## src/design/htfs_pkg.sv

```systemverilog
// ************************************************************
// transmit fifo status package
// ************************************************************
`default_nettype none
package htfs_pkg;

  // ************************************************************
  // register indices (byte address is four times the index)
  // ************************************************************
  localparam logic [7:0] IDX_CTRL       = 8'ha0;
  localparam logic [7:0] IDX_WRITE_PORT = 8'ha2;
  localparam logic [7:0] IDX_LEVEL_STAT = 8'ha4;
  localparam logic [7:0] IDX_EVT_LATCH  = 8'ha6;
  localparam logic [7:0] IDX_EVT_ENABLE = 8'ha8;
  localparam logic [7:0] IDX_PORT_GATE  = 8'haa;
  localparam int         ADDR_W         = 12;

  // ************************************************************
  // field positions
  // ************************************************************
  localparam int BIT_FLUSH      = 0;
  localparam int BIT_MSB_FIRST  = 3;
  localparam int THR_LSB        = 8;
  localparam int THR_W          = 5;
  localparam int BYTE_LSB       = 8;
  localparam int BIT_LAST_MARK  = 0;
  localparam int GRP_LSB        = 8;
  localparam int GRP_W          = 6;
  localparam int BIT_FULL       = 2;
  localparam int BIT_EMPTY      = 1;
  localparam int BIT_SPACE_OK   = 0;
  localparam int BIT_OVERFLOW   = 5;
  localparam int BIT_UNDERFLOW  = 4;
  localparam int BIT_PKT_END    = 3;
  localparam int BIT_GATE       = 0;

  // ************************************************************
  // reset values and masks
  // ************************************************************
  localparam logic [4:0]  THR_RESET    = 5'h08;
  localparam logic [15:0] ENABLE_RESET = 16'h0000;
  localparam logic [5:0]  EVT_MASK     = 6'h3b;
  localparam logic [5:0]  ENABLE_MASK  = 6'h3f;

  // ************************************************************
  // fifo and serial defaults
  // ************************************************************
  localparam int FIFO_DEPTH = 256;
  localparam int BIT_DIV    = 8;

  typedef enum logic [1:0] {
    SEND_IDLE  = 2'b01,
    SEND_SHIFT = 2'b10
  } htfs_send_t;

endpackage : htfs_pkg
`default_nettype wire

```

## src/design/htfs_tx_fifo.sv

```systemverilog
// Overview of operation
// - bytes leave lsb first, or msb first selected
// - status shows free space in eight-byte groups
// - full bit set only at full fifo
// - empty bit set only with no bytes
// - space bit follows free space versus threshold
// - overflow flag latches on write to full
// - underflow flag latches when sending starves mid-packet
// - packet end flag latches when marker leaves
// - empty flag latches on empty rising
// - space flag latches on space rising
// - flush release sets empty and space flags
// - interrupt needs flag enable and port gate
// - full enable bit stored but unused
// - upper byte write pushes; reads give zero
// - threshold is level times eight plus one
// - flush empties, halts sender, drops writes
//
// Chosen here: the APB interface to the registers.
`timescale 1ns/1ps
`default_nettype none
module htfs_tx_fifo
  import htfs_pkg::*;
#(
  parameter int DEPTH  = FIFO_DEPTH,
  parameter int DIV    = BIT_DIV
) (
  // clock and reset
  input  wire logic                clk,
  input  wire logic                rst_b,
  // apb slave
  input  wire logic                psel,
  input  wire logic                penable,
  input  wire logic                pwrite,
  input  wire logic [ADDR_W-1:0]   paddr,
  input  wire logic [31:0]         pwdata,
  input  wire logic [3:0]          pstrb,
  output logic                     pready,
  output logic [31:0]              prdata,
  output logic                     pslverr,
  // serial side
  output logic                     txBitStrobe,
  output logic                     txBitData,
  output logic                     txBusy,
  // interrupt
  output logic                     irq
);

  // ************************************************************
  // helpers
  // ************************************************************
  function automatic logic [ADDR_W-1:0] byteAddr(input logic [7:0] idx);
    byteAddr = {2'b00, idx, 2'b00};
  endfunction : byteAddr

  function automatic logic [7:0] reverseByte(input logic [7:0] b);
    for (int i = 0; i < 8; i++) begin
      reverseByte[i] = b[7-i];
    end
  endfunction : reverseByte

  localparam int                CNT_W   = $clog2(DEPTH) + 1;
  localparam int                PTR_W   = $clog2(DEPTH);
  localparam logic [CNT_W-1:0]  DEPTH_C = CNT_W'(DEPTH);
  localparam int                DIV_W   = $clog2(DIV) + 1;

  // ************************************************************
  // apb decode
  // ************************************************************
  logic              setupPh;
  logic              wrEn;
  logic              hitCtrl;
  logic              hitPort;
  logic              hitStat;
  logic              hitLatch;
  logic              hitEnable;
  logic              hitGate;
  logic              mapped;

  assign pready    = 1'b1;
  assign setupPh   = psel && !penable;
  assign wrEn      = psel && penable && pwrite;
  assign hitCtrl   = paddr == byteAddr(IDX_CTRL);
  assign hitPort   = paddr == byteAddr(IDX_WRITE_PORT);
  assign hitStat   = paddr == byteAddr(IDX_LEVEL_STAT);
  assign hitLatch  = paddr == byteAddr(IDX_EVT_LATCH);
  assign hitEnable = paddr == byteAddr(IDX_EVT_ENABLE);
  assign hitGate   = paddr == byteAddr(IDX_PORT_GATE);
  assign mapped    = hitCtrl || hitPort || hitStat || hitLatch || hitEnable || hitGate;

  // ************************************************************
  // control registers
  // ************************************************************
  logic              flush;
  logic              flushDly;
  logic              msbFirst;
  logic [THR_W-1:0]  thrLevel;
  logic [5:0]        evtEnable;
  logic              portGate;

  always_ff @(posedge clk) begin
    if (!rst_b) begin
      flush    <= 1'b0;
      msbFirst <= 1'b0;
      thrLevel <= THR_RESET;
    end else if (wrEn && hitCtrl) begin
      if (pstrb[0]) begin
        flush    <= pwdata[BIT_FLUSH];
        msbFirst <= pwdata[BIT_MSB_FIRST];
      end
      if (pstrb[1]) begin
        thrLevel <= pwdata[THR_LSB +: THR_W];
      end
    end
  end

  always_ff @(posedge clk) begin
    if (!rst_b) begin
      evtEnable <= ENABLE_RESET[5:0];
      portGate  <= 1'b0;
    end else begin
      if (wrEn && hitEnable && pstrb[0]) begin
        evtEnable <= pwdata[5:0] & ENABLE_MASK;
      end
      if (wrEn && hitGate && pstrb[0]) begin
        portGate <= pwdata[BIT_GATE];
      end
    end
  end

  always_ff @(posedge clk) begin
    if (!rst_b) begin
      flushDly <= 1'b0;
    end else begin
      flushDly <= flush;
    end
  end

  // ************************************************************
  // fifo storage
  // ************************************************************
  logic [8:0]        fifoMem [DEPTH];
  logic [PTR_W-1:0]  wrPtr;
  logic [PTR_W-1:0]  rdPtr;
  logic [CNT_W-1:0]  count;
  logic              pushReq;
  logic              push;
  logic              pop;
  logic [8:0]        popWord;
  logic [CNT_W-1:0]  freeBytes;
  logic [CNT_W-1:0]  thrBytes;
  logic              txFull;
  logic              txEmpty;
  logic              txSpaceOk;
  logic [GRP_W-1:0]  txFreeGroups;

  // writes are dropped while flushing
  assign pushReq      = wrEn && hitPort && pstrb[1] && !flush;
  assign push         = pushReq && !txFull;
  assign popWord      = fifoMem[rdPtr];
  assign freeBytes    = DEPTH_C - count;
  assign thrBytes     = CNT_W'({thrLevel, 3'b000}) + CNT_W'(1);
  assign txFull       = count == DEPTH_C;
  assign txEmpty      = count == '0;
  assign txSpaceOk    = freeBytes >= thrBytes;
  assign txFreeGroups = GRP_W'(freeBytes >> 3);

  always_ff @(posedge clk) begin
    if (push) begin
      fifoMem[wrPtr] <= {pwdata[BYTE_LSB +: 8], pwdata[BIT_LAST_MARK]};
    end
  end

  always_ff @(posedge clk) begin
    if (!rst_b || flush) begin
      wrPtr <= '0;
      rdPtr <= '0;
      count <= '0;
    end else begin
      if (push) begin
        wrPtr <= wrPtr + PTR_W'(1);
      end
      if (pop) begin
        rdPtr <= rdPtr + PTR_W'(1);
      end
      count <= count + CNT_W'(push) - CNT_W'(pop);
    end
  end

  // ************************************************************
  // bit-rate divider and serialiser
  // ************************************************************
  htfs_send_t        sendState;
  logic [DIV_W-1:0]  divCnt;
  logic              bitTick;
  logic [7:0]        shiftReg;
  logic [2:0]        bitCnt;
  logic              inPacket;
  logic              lastBit;
  logic              underflowEvt;

  assign bitTick      = divCnt == DIV_W'(DIV - 1);
  assign lastBit      = bitCnt == 3'h7;
  // a pop happens only on a tick when the previous byte is done
  assign pop          = bitTick && !txEmpty && !flush
                        && (sendState == SEND_IDLE || lastBit);
  // starving mid-packet loses the packet tail
  assign underflowEvt = bitTick && !flush && sendState == SEND_SHIFT && lastBit
                        && txEmpty && inPacket;
  assign txBusy       = sendState == SEND_SHIFT;

  always_ff @(posedge clk) begin
    if (!rst_b || bitTick) begin
      divCnt <= '0;
    end else begin
      divCnt <= divCnt + DIV_W'(1);
    end
  end

  always_ff @(posedge clk) begin
    if (!rst_b || flush) begin
      sendState <= SEND_IDLE;
      bitCnt    <= 3'h0;
      shiftReg  <= 8'h00;
      inPacket  <= 1'b0;
    end else if (bitTick) begin
      unique case (sendState)
        SEND_IDLE: begin
          if (pop) begin
            sendState <= SEND_SHIFT;
          end
        end
        SEND_SHIFT: begin
          bitCnt   <= bitCnt + 3'h1;
          shiftReg <= {1'b0, shiftReg[7:1]};
          if (lastBit && !pop) begin
            sendState <= SEND_IDLE;
          end
        end
      endcase
      if (pop) begin
        // order fixed at load so the shifter always sends bit 0
        shiftReg <= msbFirst ? reverseByte(popWord[8:1]) : popWord[8:1];
        bitCnt   <= 3'h0;
        inPacket <= !popWord[0];
      end else if (underflowEvt) begin
        inPacket <= 1'b0;
      end
    end
  end

  always_ff @(posedge clk) begin
    if (!rst_b) begin
      txBitStrobe <= 1'b0;
      txBitData   <= 1'b0;
    end else begin
      txBitStrobe <= bitTick && !flush && sendState == SEND_SHIFT;
      if (bitTick && sendState == SEND_SHIFT) begin
        txBitData <= shiftReg[0];
      end
    end
  end

  // ************************************************************
  // event latches and interrupt
  // ************************************************************
  logic        emptyDly;
  logic        spaceDly;
  logic [5:0]  evtSet;
  logic [5:0]  evtClr;
  logic [5:0]  evtLatch;
  logic        flushRelease;

  assign flushRelease = flushDly && !flush;

  always_comb begin
    evtSet                = 6'h00;
    evtSet[BIT_OVERFLOW]  = pushReq && txFull;
    evtSet[BIT_UNDERFLOW] = underflowEvt;
    evtSet[BIT_PKT_END]   = pop && popWord[0];
    evtSet[BIT_EMPTY]     = (txEmpty && !emptyDly) || flushRelease;
    evtSet[BIT_SPACE_OK]  = (txSpaceOk && !spaceDly) || flushRelease;
  end

  assign evtClr = (wrEn && hitLatch && pstrb[0]) ? pwdata[5:0] : 6'h00;

  always_ff @(posedge clk) begin
    if (!rst_b) begin
      emptyDly <= 1'b1;
      spaceDly <= 1'b1;
      evtLatch <= 6'h00;
    end else begin
      emptyDly <= txEmpty;
      spaceDly <= txSpaceOk;
      // set beats a clear in the same cycle
      evtLatch <= ((evtLatch & ~evtClr) | evtSet) & EVT_MASK;
    end
  end

  assign irq = portGate && |(evtLatch & evtEnable & EVT_MASK);

  // ************************************************************
  // read data
  // ************************************************************
  logic [15:0] rdWord;

  always_comb begin
    rdWord = 16'h0000;
    if (hitCtrl) begin
      rdWord[BIT_FLUSH]             = flush;
      rdWord[BIT_MSB_FIRST]         = msbFirst;
      rdWord[THR_LSB +: THR_W]      = thrLevel;
    end else if (hitStat) begin
      rdWord[GRP_LSB +: GRP_W]      = txFreeGroups;
      rdWord[BIT_FULL]              = txFull;
      rdWord[BIT_EMPTY]             = txEmpty;
      rdWord[BIT_SPACE_OK]          = txSpaceOk;
    end else if (hitLatch) begin
      rdWord[5:0]                   = evtLatch;
    end else if (hitEnable) begin
      rdWord[5:0]                   = evtEnable;
    end else if (hitGate) begin
      rdWord[BIT_GATE]              = portGate;
    end
  end

  // sampled in setup so the access phase needs no wait state
  always_ff @(posedge clk) begin
    if (!rst_b) begin
      prdata  <= 32'h0000_0000;
      pslverr <= 1'b0;
    end else if (setupPh) begin
      prdata  <= {16'h0000, rdWord};
      pslverr <= !mapped;
    end
  end
endmodule : htfs_tx_fifo
`default_nettype wire

```

## config.mk

```make
export PLATFORM = sky130hd
export DESIGN_NAME = htfs_tx_fifo
export DESIGN_NICKNAME = d
export VERILOG_FILES = /design/src/design/htfs_pkg.sv /design/src/design/htfs_tx_fifo.sv
export SDC_FILE = /design/constraint.sdc
export NUM_CORES = 2
export LEC_CHECK = 0
export ABC_CLOCK_PERIOD_IN_PS = 5300
export BUFFER_PORTS_ARGS = -buffer_cell sky130_fd_sc_hd__buf_2
export CELL_PAD_IN_SITES_DETAIL_PLACEMENT = 0
export CELL_PAD_IN_SITES_GLOBAL_PLACEMENT = 1
export CORE_MARGIN = 2
export CORE_UTILIZATION = 30
export CTS_CLUSTER_DIAMETER = 100
export DETAILED_ROUTE_END_ITERATION = 12
export PLACE_DENSITY = 0.5
export SLEW_MARGIN = 25
export SYNTH_ARGS = -nofsm -noshare
export SYNTH_HDL_FRONTEND = slang
export SYNTH_SLANG_ARGS = --single-unit
```

## constraint.sdc

```tcl
create_clock -name clk -period 5.3 [get_ports clk]
set_input_delay 0 -clock clk [delete_from_list [all_inputs] [get_ports clk]]
set_output_delay 0 -clock clk [all_outputs]
set_load 0.03 [all_outputs]
```

==> impl_metrics.json <==
{
  "cts_buffer_depth": 4,
  "fin_nets": 5265,
  "period_share_pct": 90.58,
  "synth_edf_count": 2304,
  "grt-busiest-layer": "met2",
  "die_area_um2": 319800,
  "critPathRequiredTime_ns": 5.75,
  "p_leak_nw": 32.85,
  "first_global_vias": 49782,
  "clock_latency_ns": 0.87,
  "met1_usage_pct": 26.20,
  "ios": 91,
  "ff_latch_area_um2": 70970,
  "initial_utilization_pct": 30.08,
  "hp-class": "in2reg",
  "crit_arrival_ns": 5.25,
  "first_pass_iters": 5,
  "io_buffers": 49,
  "maxCapViolations": 0,
  "ys.flop_type": "edfxtp_1",
  "syn_to_final_growth_pct": 16.09,
  "rows": 206,
  "nFillCells": 29510,
  "relSlewSlack_pct": 20.79,
  "status": "finished, final reports clean",
  "final_cell_mix": "edfxtp_1 (2304), mux4_2 (467), mux2i_1 (301)",
  "final_cells": 9540,
  "finalWorstSetupSlack_ns": 0.4992,
  "clk_pin_slew_worst_paths_ns": 0.06,
  "die_h_um": 565.5,
  "grt-ovfl-total": 0,
  "netlist_instances": 4808,
  "htree_levels": 5,
  "grt_start_max_net_pins": 171,
  "design_area_um2": 109800,
  "yosys_warnings": 0,
  "setup_viol": 0,
  "ys_types": 89,
  "synth_top_cell_by_area": "edfxtp_1",
  "antenna_found_initial": 32,
  "drc": 0,
  "cts-buffers-inserted": 266,
  "hpwl_um": 185200,
  "power_density_nw_per_um2": 361.3,
  "multiInputGateArea_um2": 21730,
  "mostFrequentLayoutCell": "edfxtp_1",
  "wl_per_cell_um": 31.29,
  "finalSetupTns_ns": 0,
  "ant_nets": 0,
  "tightest_slew_ns": 1.188,
  "synthTopCellsByArea": "edfxtp_1 (73%), mux4_2 (11%), mux2i_1 (3.2%)",
  "grt_usage_pct": 18.41,
  "fin_skew_ns": 0.03124,
  "wl_um": 298500,
  "clock.fmax_mhz": 208.3,
  "place_area_um2": 100900,
  "path_class": "reg2reg",
  "finalCriticalPeriod_ns": 4.801,
  "grt.met3_usage_pct": 3.201,
  "post-route-util_pct": 34.92,
  "end_kind": "flip-flop",
  "worstPathMaxFanout": 12,
  "dpl.cell_count": 9018,
  "grt_pass1_wl_um": 411800,
  "gp_congestion": 0.8132,
  "synth_area_um2": 94600,
  "drive_above_1_share_pct": 24.23,
  "cts_resized": 0,
  "die_width_um": 565.5,
  "ir_worst_vdd_mv": 0.2042,
  "viasPerCell": 5.178,
  "drv_slew": 0,
  "synth_top_area_share_pct": 73.14,
  "coreArea_um2": 314500,
  "via_count": 49398,
  "clock_sinks": 2392,
  "drt_iter0_drc": 5229,
  "critPathLaunchType": "flip-flop",
  "cts_tree": "done",
  "rsz0062_at_grt": "no",
  "avgSynthCellArea_um2": 19.68,
  "synth-async-reset-ratio_pct": 0,
  "yosysSeqAreaShare_pct": 75.00,
  "grt_util_met2_pct": 28.94,
  "cts_root_buffer": "clkbuf_16",
  "hold_viol_final": 0,
  "dp_slack_ns": 0.6916,
  "synth_seq_cells": 2392
}
==> metal layers <==
metal / vias to the layer above / wire length (µm)
li1: 20449 / -
met1: 26923 / 134000
met2: 1634 / 138300
met3: 382 / 18460
met4: 10 / 7630
met5: - / 76
==> logic make-up (layout without fill, tap and decap cells) <==
group | Yosys count | after routing | share of synthesized area (%)
xor gates and xnor gates | 28 | 28 | 0.2592
buffers and inverters | 341 | 883 | 2.370
adders and majority gates | 33 | 33 | 0.4444
muxes | 798 | 798 | 14.77
AOI/OAI and AO/OA | 470 | 470 | 3.602
other | 2 | 32 | 0.007939
DFF | 2392 | 2392 | 75.00
and+or+nand+nor | 744 | 744 | 3.546
==> layout make-up <==
cell class | instances | share of cell area [%]
sequential | 2392 | 64.62
multi-input combinational | 2094 | 19.79
clock buffer | 330 | 6.423
tap | 4160 | 4.740
timing repair buffer | 388 | 3.157
clock inverter | 128 | 1.110
inverter | 37 | 0.1310
antenna | 11 | 0.02507
==> what timing repair did <==
item                                   4_1_cts  5_1_grt
hold buffers                                50        0
setup buffers                                0        0
endpoints found under the hold margin      860        0
==> metrics by stage <==
step / power (mW) / hold WS, ns
3_3_place_gp: 22.05 / 0.2677
2_1_floorplan: 21.57 / 0.09887
3_5_place_dp: 22.06 / 0.2771
6_report: 39.68 / 0.06632
5_1_grt: 40.84 / 0.08510
4_1_cts: 40.07 / 0.005320
==> registers in the layout (all words and copies together), names as in the netlist, named ones only <==
| register | count |
|---|---|
| wrPtr | 8 |
| evtLatch | 5 |
| prdata | 12 |
| divCnt | 4 |
| flush | 1 |
| txBitStrobe | 1 |
| bitCnt | 3 |
| thrLevel | 5 |
| emptyDly | 1 |
| portGate | 1 |
| pslverr | 1 |
| count | 9 |
| shiftReg | 8 |
| spaceDly | 1 |
| flushDly | 1 |
| inPacket | 1 |
| txBitData | 1 |
| fifoMem | 2304 |
| msbFirst | 1 |
| evtEnable | 6 |
| sendState | 2 |
| rdPtr | 8 |
==> path summary, 6_finish.rpt <==
| check | endpoint | startpoint | cells after the start | slack (ns) |
|---|---|---|---|---|
| setup / recovery | fifoMem[2][8]$_DFFE_PP_ | flush$_SDFFE_PN0P_ | 9 | 0.50 |
| hold / removal | wrPtr[1]$_SDFFE_PP0P_ | paddr[7] | 6 | 0.07 |
| setup reg to reg | fifoMem[2][8]$_DFFE_PP_ | flush$_SDFFE_PN0P_ | 9 | 0.50 |
| hold reg to reg | divCnt[0]$_SDFF_PP0_ | divCnt[0]$_SDFF_PP0_ | 1 | 0.45 |
==> worst max-delay path, stage by stage, from the launching register on <==
cell and delay [ns]:
dfxtp_1 0.39, or3_1 0.40, nor4_1 0.14, dlygate4sd3_1 0.59
buf_4 0.13, nand2b_1 0.16, nor3_1 0.51, nand2_2 0.82
buf_4 0.48, nor2_1 0.75
==> synthesized netlist by cell type (15+ instances only) <==
library cell,instances
nor3_1,36
clkbuf_1,100
buf_6,47
a22oi_1,37
o221ai_1,79
inv_1,36
a21oi_1,91
nor4_1,17
o22ai_1,56
nand2_1,145
buf_2,70
ha_1,32
a31oi_1,15
edfxtp_1,2304
mux2i_1,301
nand3_1,46
nand2b_1,17
nand4_1,18
xnor2_1,17
dfxtp_1,88
nor2_1,352
nor2b_1,43
o21ai_0,45
and3_1,15
buf_4,42
mux2_2,23
a221oi_1,17
mux4_2,467
==> where the power goes <==
group	switching, mW	internal, mW
logic	0.629	0.268
clock network	7.58	10.4
registers	0.0240	20.7
Power figures use the tool's default switching activity.
